===== src/rtl/uac_pkg.sv =====
package uac_pkg;

    // ------------------------------------------------------------
    // Operating modes
    // ------------------------------------------------------------
    typedef enum logic [1:0] {
        UAC_MODE_MUL,
        UAC_MODE_ADDSUB,
        UAC_MODE_MUL_ADD,
        UAC_MODE_ADD_MUL
    } uac_mode_t;

    // ------------------------------------------------------------
    // Widths and constants
    // ------------------------------------------------------------
    localparam int          UAC_DATA_W    = 16;
    localparam int          UAC_PROD_W    = 32;
    localparam int          UAC_SHIFT_W   = 5;
    localparam logic [15:0] UAC_SAT_MAX   = 16'hFFFF;
    localparam logic [15:0] UAC_UNDERFLOW = 16'h0000;
    localparam logic [15:0] UAC_RESULT_RST = 16'h0000;
    localparam int          UAC_LATENCY   = 1;

endpackage : uac_pkg


===== src/rtl/uac_arith_core.sv =====
`timescale 1ns/10ps
// Overview of operation
// RULE1: Four modes: multiply, add/subtract, multiply then add/sub, add/sub then multiply.
// RULE2: Multiply mode: 16x16 product to 32 bits, shifted down to 16 bits.
// RULE3: Add/subtract mode outputs sum or difference of the two addends.
// RULE4: Multiply-then-add routes shifted product into first addend automatically.
// RULE5: Add-then-multiply feeds sum or difference into multiplicand, times scale.
// RULE6: Any stage result above the 16-bit maximum saturates to all ones; a saturated product minus B gives all ones minus B.
// RULE7: Operands unsigned; a negative difference outputs zero.
// RULE8: Right-shift setting N divides by two to the power N.
// RULE9: Result registered on the next clock edge; clears to zero on reset.
module uac_arith_core
    import uac_pkg::*;
#(
    parameter int DATA_W  = UAC_DATA_W,
    parameter int SHIFT_W = UAC_SHIFT_W
) (
    input  wire logic               core_clk,   // System clock
    input  wire logic               rst,        // Synchronous reset, active high
    input  wire uac_mode_t          mode,       // Operating mode
    input  wire logic               sub_sel,    // 1 selects subtract, 0 add
    input  wire logic [SHIFT_W-1:0] shift_amt,  // Right shift of the product
    input  wire logic [DATA_W-1:0]  scale_k,    // Scale operand
    input  wire logic [DATA_W-1:0]  mcand_x,    // Multiplicand operand
    input  wire logic [DATA_W-1:0]  addend_a,   // First addend
    input  wire logic [DATA_W-1:0]  addend_b,   // Second addend
    output logic      [DATA_W-1:0]  result      // Registered result
);

    // ------------------------------------------------------------
    // Shared constants and stage nets
    // ------------------------------------------------------------
    localparam logic [DATA_W-1:0] MAXV = {DATA_W{1'b1}};
    // Floor for a subtraction that would borrow
    localparam logic [DATA_W-1:0] ZERO = DATA_W'(UAC_UNDERFLOW);

    logic [DATA_W-1:0]   result_r;
    logic [DATA_W-1:0]   result_nxt;
    logic [DATA_W-1:0]   mul_x;
    logic [DATA_W-1:0]   add_a;
    logic [2*DATA_W-1:0] prod;
    logic [2*DATA_W-1:0] prod_sh;
    logic [DATA_W-1:0]   f_out;
    logic [DATA_W-1:0]   y_out;

    // ------------------------------------------------------------
    // Adder / subtractor
    // ------------------------------------------------------------
    // One extra carry bit tells an overflowing sum from a legal one; the
    // core has no negative values, so a subtraction that would borrow is
    // pinned at zero instead of wrapping round.
    function automatic logic [DATA_W-1:0] addsub(input logic [DATA_W-1:0] a,
                                                 input logic [DATA_W-1:0] b,
                                                 input logic              sub);
        logic [DATA_W:0] s;
        s = '0;
        if (sub) begin
            if (a < b) begin
                s = {1'b0, ZERO};                               // [RULE7]
            end else begin
                s = {1'b0, a} - {1'b0, b};                      // [RULE3]
            end
        end else begin
            s = {1'b0, a} + {1'b0, b};                          // [RULE3]
        end
        return s[DATA_W] ? MAXV : s[DATA_W-1:0];                // [RULE6]
    endfunction : addsub

    // First-stage adder always works on the external addends
    always_comb begin
        y_out = addsub(addend_a, addend_b, sub_sel);            // [RULE3]
    end

    // ------------------------------------------------------------
    // Multiplier / shifter
    // ------------------------------------------------------------
    // The full double-width product is kept until after the shift, so a large
    // product that the shift brings back into range is not lost. Whatever
    // still sits above the data width after the shift saturates the stage.
    always_comb begin
        // Adder output steers the multiplicand only in add-then-multiply mode
        mul_x   = (mode == UAC_MODE_ADD_MUL) ? y_out : mcand_x; // [RULE5]
        prod    = mul_x * scale_k;                              // [RULE2]
        prod_sh = prod >> shift_amt;                            // [RULE8]
        f_out   = (|prod_sh[2*DATA_W-1:DATA_W]) ? MAXV
                                                : prod_sh[DATA_W-1:0]; // [RULE6]
    end

    // ------------------------------------------------------------
    // Second stage and mode select
    // ------------------------------------------------------------
    // In multiply-then-add mode the product is saturated before it reaches
    // the adder, so a huge product minus B gives all ones minus B.
    always_comb begin
        add_a = (mode == UAC_MODE_MUL_ADD) ? f_out : addend_a;  // [RULE4]
        case (mode)                                             // [RULE1]
            UAC_MODE_MUL:     result_nxt = f_out;               // [RULE2]
            UAC_MODE_ADDSUB:  result_nxt = y_out;               // [RULE3]
            UAC_MODE_MUL_ADD: result_nxt = addsub(add_a, addend_b, sub_sel); // [RULE4]
            UAC_MODE_ADD_MUL: result_nxt = f_out;               // [RULE5]
            default:          result_nxt = DATA_W'(UAC_RESULT_RST);
        endcase
    end

    // ------------------------------------------------------------
    // Result register
    // ------------------------------------------------------------
    // The result is the only state in the core; it is reloaded on every
    // edge, so a changed operand shows one cycle later and never earlier.
    always_ff @(posedge core_clk) begin
        if (rst) begin
            result_r <= DATA_W'(UAC_RESULT_RST);                // [RULE9]
        end else begin
            result_r <= result_nxt;                             // [RULE9]
        end
    end

    assign result = result_r;

    // ------------------------------------------------------------
    // Assertions
    // ------------------------------------------------------------
    // Expected values are rebuilt from the operands at full width, so a
    // truncated product cannot hide behind the same truncation.
    a_reset_clears: assert property (@(posedge core_clk) // [RULE9]
        rst |=> result == '0)
        else $error("result not zero after reset");

    a_add_result: assert property (@(posedge core_clk) disable iff (rst) // [RULE3]
        (mode == UAC_MODE_ADDSUB && !sub_sel && ({1'b0, addend_a} + {1'b0, addend_b}) <= MAXV)
        |=> result == $past(addend_a) + $past(addend_b))
        else $error("add result wrong");

    a_sub_clamp: assert property (@(posedge core_clk) disable iff (rst) // [RULE7]
        (mode == UAC_MODE_ADDSUB && sub_sel && addend_a < addend_b) |=> result == '0)
        else $error("negative difference not clamped");

    a_add_sat: assert property (@(posedge core_clk) disable iff (rst) // [RULE6]
        (mode == UAC_MODE_ADDSUB && !sub_sel && ({1'b0, addend_a} + {1'b0, addend_b}) > MAXV)
        |=> result == MAXV)
        else $error("sum not saturated");

    a_mul_shift: assert property (@(posedge core_clk) disable iff (rst) // [RULE2]
        (mode == UAC_MODE_MUL && ((32'(scale_k) * 32'(mcand_x)) >> shift_amt) <= 32'(MAXV))
        |=> result == 16'((32'($past(scale_k)) * 32'($past(mcand_x))) >> $past(shift_amt)))
        else $error("shifted product wrong");

    a_mul_sat: assert property (@(posedge core_clk) disable iff (rst) // [RULE6]
        (mode == UAC_MODE_MUL && ((32'(scale_k) * 32'(mcand_x)) >> shift_amt) > MAXV)
        |=> result == MAXV)
        else $error("product not saturated");

    a_halve_one: assert property (@(posedge core_clk) disable iff (rst) // [RULE8]
        (mode == UAC_MODE_MUL && scale_k == 16'h0001 && shift_amt == 5'h01)
        |=> result == ($past(mcand_x) >> 1))
        else $error("shift by one does not halve");

    a_muladd_route: assert property (@(posedge core_clk) disable iff (rst) // [RULE4]
        (mode == UAC_MODE_MUL_ADD && !sub_sel && shift_amt == '0 && scale_k == 16'h0001
         && ({1'b0, mcand_x} + {1'b0, addend_b}) <= MAXV)
        |=> result == $past(mcand_x) + $past(addend_b))
        else $error("product not routed into addend");

    a_addmul_route: assert property (@(posedge core_clk) disable iff (rst) // [RULE5]
        (mode == UAC_MODE_ADD_MUL && sub_sel && shift_amt == '0 && scale_k == 16'h0001)
        |=> result == (($past(addend_a) < $past(addend_b)) ? 16'h0000
                       : $past(addend_a) - $past(addend_b)))
        else $error("difference not routed into multiplicand");

    a_mode_mul: assert property (@(posedge core_clk) disable iff (rst) // [RULE1]
        (mode == UAC_MODE_MUL && scale_k == '0) |=> result == '0)
        else $error("multiply mode ignores scale");

    a_sub_result: assert property (@(posedge core_clk) disable iff (rst) // [RULE3]
        (mode == UAC_MODE_ADDSUB && sub_sel && addend_a >= addend_b)
        |=> result == $past(addend_a) - $past(addend_b))
        else $error("difference wrong");

    a_shift_div: assert property (@(posedge core_clk) disable iff (rst) // [RULE8]
        (mode == UAC_MODE_MUL && scale_k == 16'h0001)
        |=> result == ($past(mcand_x) >> $past(shift_amt)))
        else $error("shift does not divide by a power of two");

    a_muladd_result: assert property (@(posedge core_clk) disable iff (rst) // [RULE4]
        (mode == UAC_MODE_MUL_ADD && !sub_sel
         && (((32'(scale_k) * 32'(mcand_x)) >> shift_amt) + 32'(addend_b)) <= 32'(MAXV))
        |=> result == 16'((32'($past(scale_k)) * 32'($past(mcand_x))) >> $past(shift_amt))
                      + $past(addend_b))
        else $error("shifted product plus addend wrong");

    a_muladd_clamp: assert property (@(posedge core_clk) disable iff (rst) // [RULE7]
        (mode == UAC_MODE_MUL_ADD && sub_sel
         && ((32'(scale_k) * 32'(mcand_x)) >> shift_amt) < 32'(addend_b))
        |=> result == '0)
        else $error("negative chained difference not clamped");

    a_muladd_sat: assert property (@(posedge core_clk) disable iff (rst) // [RULE6]
        (mode == UAC_MODE_MUL_ADD && sub_sel
         && ((32'(scale_k) * 32'(mcand_x)) >> shift_amt) > 32'(MAXV))
        |=> result == MAXV - $past(addend_b))
        else $error("saturated product not used as first addend");

    a_addmul_sat: assert property (@(posedge core_clk) disable iff (rst) // [RULE6]
        (mode == UAC_MODE_ADD_MUL && !sub_sel
         && (32'(addend_a) + 32'(addend_b)) <= 32'(MAXV)
         && (((32'(addend_a) + 32'(addend_b)) * 32'(scale_k)) >> shift_amt) > 32'(MAXV))
        |=> result == MAXV)
        else $error("chained product not saturated");

    a_addmul_clamp: assert property (@(posedge core_clk) disable iff (rst) // [RULE7]
        (mode == UAC_MODE_ADD_MUL && sub_sel && addend_a < addend_b) |=> result == '0)
        else $error("clamped difference not zero after multiply");

    // Main scenarios: each mode, a clamped difference and a restart on
    // any release of reset, the first one included
    c_mul:    cover property (@(posedge core_clk) mode == UAC_MODE_MUL && shift_amt != '0);
    c_sub0:   cover property (@(posedge core_clk) mode == UAC_MODE_ADDSUB && sub_sel
                              && addend_a < addend_b);
    c_muladd: cover property (@(posedge core_clk) mode == UAC_MODE_MUL_ADD);
    c_addmul: cover property (@(posedge core_clk) mode == UAC_MODE_ADD_MUL && sub_sel);
    c_restart: cover property (@(posedge core_clk) $fell(rst));

endmodule : uac_arith_core


===== config.mk =====
export PLATFORM = sky130hd
export DESIGN_NAME = uac_arith_core
export DESIGN_NICKNAME = d
export VERILOG_FILES = /design/src/rtl/uac_pkg.sv /design/src/rtl/uac_arith_core.sv
export SDC_FILE = /design/constraint.sdc
export NUM_CORES = 1
export LEC_CHECK = 0
export ABC_AREA = 1
export BUFFER_PORTS_ARGS = -buffer_cell sky130_fd_sc_hd__buf_4
export CAP_MARGIN = 20
export CORE_UTILIZATION = 33
export CTS_CLUSTER_DIAMETER = 120
export CTS_CLUSTER_SIZE = 14
export DETAILED_ROUTE_END_ITERATION = 16
export SYNTH_ARGS = -nofsm -noshare
export SYNTH_HDL_FRONTEND = slang
export SYNTH_SLANG_ARGS = --single-unit

===== constraint.sdc =====
create_clock -name core_clk -period 14.2 [get_ports core_clk]
set_clock_uncertainty 0.2 [all_clocks]
set_input_delay 1.42 -clock core_clk [delete_from_list [all_inputs] [get_ports core_clk]]
set_output_delay 1.42 -clock core_clk [all_outputs]
set_load 0.05 [all_outputs]

# --- Word level (Yosys, flattened, before mapping) ---
# Cells that the tools add are included.
word_totals:
  register_bits: 16
classes:
  addsub: 4
  n_mul: 1
  order_cmp: 2
  eq_ne: 3
  shift: 1
  mux: 11
  n_reduce_logical: 3
op_table:
  columns: ["cell", "n"]
  rows:
  - ["$mux W17", 5]
  - ["$mux W16", 5]
  - ["$pmux W16 S3", 1]
  - ["$add A16 B16 Y17", 2]
  - ["$sub A16 B16 Y17", 2]
  - ["$lt A16 B16 Y1", 2]
  - ["$mul A16 B16 Y32", 1]
  - ["$shr A32 B5 Y32", 1]
  - ["$reduce_or A16 Y1", 1]
  - ["$eq A2 B2 Y1 const B", 2]
  - ["$eq A2 B1 Y1 const B", 1]
  - ["$logic_not A2 Y1", 1]
  - ["$reduce_or A2 Y1", 1]

# --- Logic depth before layout (Yosys ltp) ---
logic_depth:
  ltp_word: 16
  ltp_mapped: 75

# --- Worst setup path after synthesis ---
# OpenSTA, ideal clock, no wires.
synth_timing:
  path_type: "input to register"
  start: "input port addend_a[0]"
  end: "register result_r[8], in the netlist result[8]"
  setup_time_ns: 0.070
  arrival_time_ns: 11.000
  required_ns: 13.930
  path_slack_ns: 2.930
  cell_stages: 68
  cell_sequence: "inv_1 > ha_1 > fa_1 > inv_1 > a21oi_1 > o21ai_1 > nand4_1 > nand2_1 > a21oi_1 > nand2_1 > nand2_1 > nand2_1 > buf_2 > buf_2 > nand4_1 > nand2_1 > clkinv_1 > nand2_1 > (+32 left out) > fa_1 > or2_2 > nand2_1 > nand2_1 > nand2_1 > nand4_1 > o2111ai_1 > nand2_1 > nand2_1 > a21oi_1 > nor2_1 > o21ai_0 > nand2_1 > nand2_1 > buf_2 > nand3_1 > a21oi_1 > a21oi_1"
synth_between:
  elab_chain_cells: 16
  elab_cells_between_ends: 20
  cone_classes: "add/sub (4); mul (1); order compare (2); shift (1); mux (11); reduce/logical (1)"
synth_rtl:
  columns: ["element", "line_no", "source"]
  rows:
  - ["from (decl)", "uac_arith_core.sv:25", "input wire logic [DATA_W-1:0] addend_a,"]
  - ["$sub A16 B16 Y17 / $lt A16 B16 Y1 (equally long branches)", "uac_arith_core.sv:61, uac_arith_core.sv:58", null]
  - ["$mux W17", "uac_arith_core.sv:58", "if (a < b) begin"]
  - ["$mux W17", "uac_arith_core.sv:57", "if (sub) begin"]
  - ["$mux W16", "uac_arith_core.sv:66", "return s[DATA_W] ? MAXV : s[DATA_W-1:0];"]
  - ["$mux W16", "uac_arith_core.sv:82", "mul_x = (mode == UAC_MODE_ADD_MUL) ? y_out : mcand_x;"]
  - ["$mul A16 B16 Y32", "uac_arith_core.sv:83", "prod = mul_x * scale_k;"]
  - ["$shr A32 B5 Y32", "uac_arith_core.sv:84", "prod_sh = prod >> shift_amt;"]
  - ["$reduce_or A16 Y1", "uac_arith_core.sv:85", "f_out = (|prod_sh[2*DATA_W-1:DATA_W]) ? MAXV"]
  - ["$mux W16", "uac_arith_core.sv:85", null]
  - ["$mux W16", "uac_arith_core.sv:95", "add_a = (mode == UAC_MODE_MUL_ADD) ? f_out : addend_a;"]
  - ["$sub A16 B16 Y17 / $lt A16 B16 Y1 (equally long branches)", "uac_arith_core.sv:61, uac_arith_core.sv:58", null]
  - ["$mux W17", "uac_arith_core.sv:58", null]
  - ["$mux W17", "uac_arith_core.sv:57", null]
  - ["$mux W17", "uac_arith_core.sv:96", "case (mode)"]
  - ["$mux W16", "uac_arith_core.sv:66", null]
  - ["$pmux W16 S3 (*)", "uac_arith_core.sv:96", null]
  - ["to (signal assigned)", "uac_arith_core.sv:112", "result_r <= DATA_W'(UAC_RESULT_RST);"]
  - ["to (signal assigned)", "uac_arith_core.sv:114", "result_r <= result_nxt;"]
  - ["to (decl)", "uac_arith_core.sv:37", "logic [DATA_W-1:0] result_r;"]
# Every way passes the cells marked *; elsewhere a longest branch is shown, timed or not. The select of a mux whose other input is x is not followed.
# A chain may end at the register's enable or synchronous reset.

# --- Worst setup path after layout ---
layout_timing:
  start: "input port addend_a[0]"
  end: "register result_r[9], in the netlist result[9]"
# The elaborated chain is that of the path after synthesis.

==> run summary <==
The flow ran to the end, and the final reports show no timing, DRC or antenna violations. Clock-pin slew was measured on the worst setup and hold paths at 50 ps. The logs give 23.27% for the overall fraction of global-route tracks in use and 2,921 for the net count after synthesis.

The source of the critical timing path is addend_a[0]. Synthesis produced a netlist whose cell count is 2,478. The run gives 48,820 um as the sum of net half-perimeters after detailed placement. For the area enclosed by the die boundary, the log shows 0.04815 mm2.

In this run the worst path has a maximum fanout of 22. In the routed layout, each cell is associated on average with a via count of 5.197. The mapped netlist covers 0.01560 mm2.

The final routed wire length divided by cell count is 18.03 um, and the upper clock frequency limit is 0.07409 GHz. The worst hold path belongs to the class input port to flip-flop. Setup violations remaining at the end of the flow were counted as 0. Routability-driven placement finished with a final weighted congestion of 1.024. In the final layout, the share of cells above drive strength 1 is 7.585%. The path type of the worst setup path is input port to flip-flop. The number of flip-flops under the largest register name is 16. Summing the sequential cell areas from Yosys gives 2.053% of the chip area. Counting distinct cell types in the post-synthesis netlist gives 49.

For the number of sinks on the clock net, the log shows 16. The xor and xnor area share after synthesis came out at 1.965%. After Yosys synthesis, full adders, half adders and majority gates account for 39.12% of the synthesized area. Yosys mapped a number of flops with a built-in enable equal to 0. 90 I/O pins were placed.

Setup repair after global routing left no endpoint under its margin. The depth of the CTS H-tree was 1. In this run the mean area of a mapped cell was 6.295 um2.

Summing the areas of all compound-gate instances in the mapped netlist gives 9.055% of the synthesized area. The repair_antennas step left the layout with diodes totalling 0. The detail route stage leaves a number of antenna-violating nets equal to 0. For this block, the initial DRC count from the detailed router was 1,451.

Yosys attributes the largest share of cell area to sky130_fd_sc_hd__fa_1, sky130_fd_sc_hd__nand2_1, sky130_fd_sc_hd__ha_1, sky130_fd_sc_hd__inv_1, sky130_fd_sc_hd__nand3_1. The worst setup path is captured at a flip-flop. The max-slew violation count came out at 0. In this run, post-CTS hold repair placed 0 buffers. The cell that appears most often on the critical path is sky130_fd_sc_hd__nand2_1. The period utilization works out to 95.05%.

Counting along the longest clock path gives a buffer depth of 2. STA puts the critical path data required time at 14,140 ps. The number of clock buffers added by TritonCTS is 3. Of all cell types, the one taking the most synthesized area is sky130_fd_sc_hd__fa_1. The via count of the first global-routing pass is 15,480. At the pin with the least slew margin, the transition time is 956.9 ps. The count of TritonRoute iterations in the first routing pass was 6; the area inside the core boundary was 0.04656 mm2. The logs give 0 for the count of max-cap constraint violations and 86,660 um for the first-pass GRT wire length. The count of unresolved DRC violations after routing is 0. Largest family of logic cells by synthesized area: adder cells. The multi-input combinational cells in the finished layout cover a total of 0.01318 mm2. Number of stages on the worst hold path: 4.

Compared with the post-synthesis result, the final layout area differs by 9.255%. TritonCTS built the clock tree. The largest net degree at the start of global routing was 41; the total detailed-routing wirelength was 56,110 um. The run gives 36.61% as the fraction of the core area covered by cells at the end of the flow. In the final design database the tool counted 2,949 nets. The routed design could run at a clock period as short as 13,500 ps. The maximum cell stage delay along the critical path works out to 540 ps.

The hold path startpoint is rst. Detailed routing inserted a total of 16,170 vias. For this run, the number of Yosys warnings is 0. The number of endpoints with negative hold slack in the final report was 0. The sequential cell area came out at 320.3 um2. Synthesis inferred 16 register bits.

At the worst endpoint, the arrival time is 13,440 ps. The run gives 0 as the initial antenna violation count. The floorplan step set the die width to 219.4 um.

Global routing finished with a remaining overflow of 0. The die span in y came out at 219.4 um. The most used flip-flop cell after synthesis is sky130_fd_sc_hd__dfxtp_1. The simple-gate area share of the yosys netlist was 33.73%.

CTS placed an instance of sky130_fd_sc_hd__clkbuf_16 at the clock tree root. The headroom to the max-slew limit was 36.14%. After filler insertion, the fill cell instance count of the layout stands at 5,106.

The total of buffers placed on input and output ports was 89; the multiplexer area fraction after synthesis was 0.3208%. The async set or reset register ratio after synthesis is 0%. On the critical path, the stage with the largest delay is an instance of sky130_fd_sc_hd__fa_1. Summed over its instances, the top area cell type makes up 25.41% of the synthesized netlist area. The number of rows created at floorplan is 79. The worst setup path is launched from an input port.

Once the floorplan was initialized, standard cells occupied 33.51% of the core.
-- per-stage QoR --
stage | area (um2) | hold WS (ps) | setup WS [ps] | TNS, ps | cells
2_1_floorplan | 15600 | 1368 | 2930 | 0 | 2478
3_3_place_gp | 16780 | 1613 | -517.8 | -4722 | 3100
3_5_place_dp | 16780 | 1606 | -371.3 | -2296 | 3100
4_1_cts | 16880 | 1351 | 141.2 | 0 | 3104
5_1_grt | 17040 | 1366 | 58.35 | 0 | 3112
6_report | 17040 | 1351 | 702.7 | 0 | 3112
-- area by class of cell --
type	count	area share [%]
sequential	16	1.879
clock buffer	4	0.5212
tap	607	4.456
multi-input combinational	1902	77.33
timing repair buffer	118	5.528
inverter	465	10.28
-- critical path: cells and delay by family --
kind,cells,cell delay [ps]
and+or+nand+nor,36,5170
adders and majority gates,10,4370
buffers and inverters,11,1290
AOI/OAI and AO/OA,7,1130
-- layer usage --
metal  share of wire [%]  global-route usage (%)
met5                   0                       0
met1                  45                   33.13
met4                 3.5                   7.130
met3                 7.5                   2.633
met2                  44                   36.52
-- final timing paths --
kind	to	slack, ps
max	result[9]$_SDFF_PP0_	700
min	result[15]$_SDFF_PP0_	1350
-- kinds of logic after synthesis --
logic type,after synthesis
AO/OA/AOI/OAI,254
multiplexers,5
AND/OR/NAND/NOR,1239
adder cells (fa/ha/maj),369
flip-flops,16
XOR/XNOR,35
buffers and inverters,560
-- Yosys cell counts, drive strengths merged (25+ instances only) --
master,number
or2,25
nand4,37
o21ai,87
nand2,687
a21oi,116
buf,43
nor2,214
clkbuf,52
fa,198
nand3,258
xor2,28
inv,455
ha,171
-- placed cells by master (no fill, tap or decap), drive strengths merged, types with 3 or more instances in the layout --
master  count
a211oi      3
a21o        4
a21oi     116
a31oi      12
buf       118
clkbuf      4
clkinv      9
dfxtp      16
fa        198
ha        171
inv       454
mux2i       5
nand2     687
nand3     258
nand3b      4
nand4      37
nor2      214
nor3        8
nor4        4
o211ai      5
o21ai      87
o21bai      6
o22ai       7
o311ai      3
or2        25
xnor2       7
xor2       28
-- what timing repair did --
action,CTS,global route
gates cloned,0,0
gates resized for setup,1,13
setup buffers,0,6
pin swaps,0,3
endpoints found under the setup margin,4,16
Power is left out: the tool's default activity adds up to more than one toggle a clock period on the data nets, which glitch-free logic cannot reach.
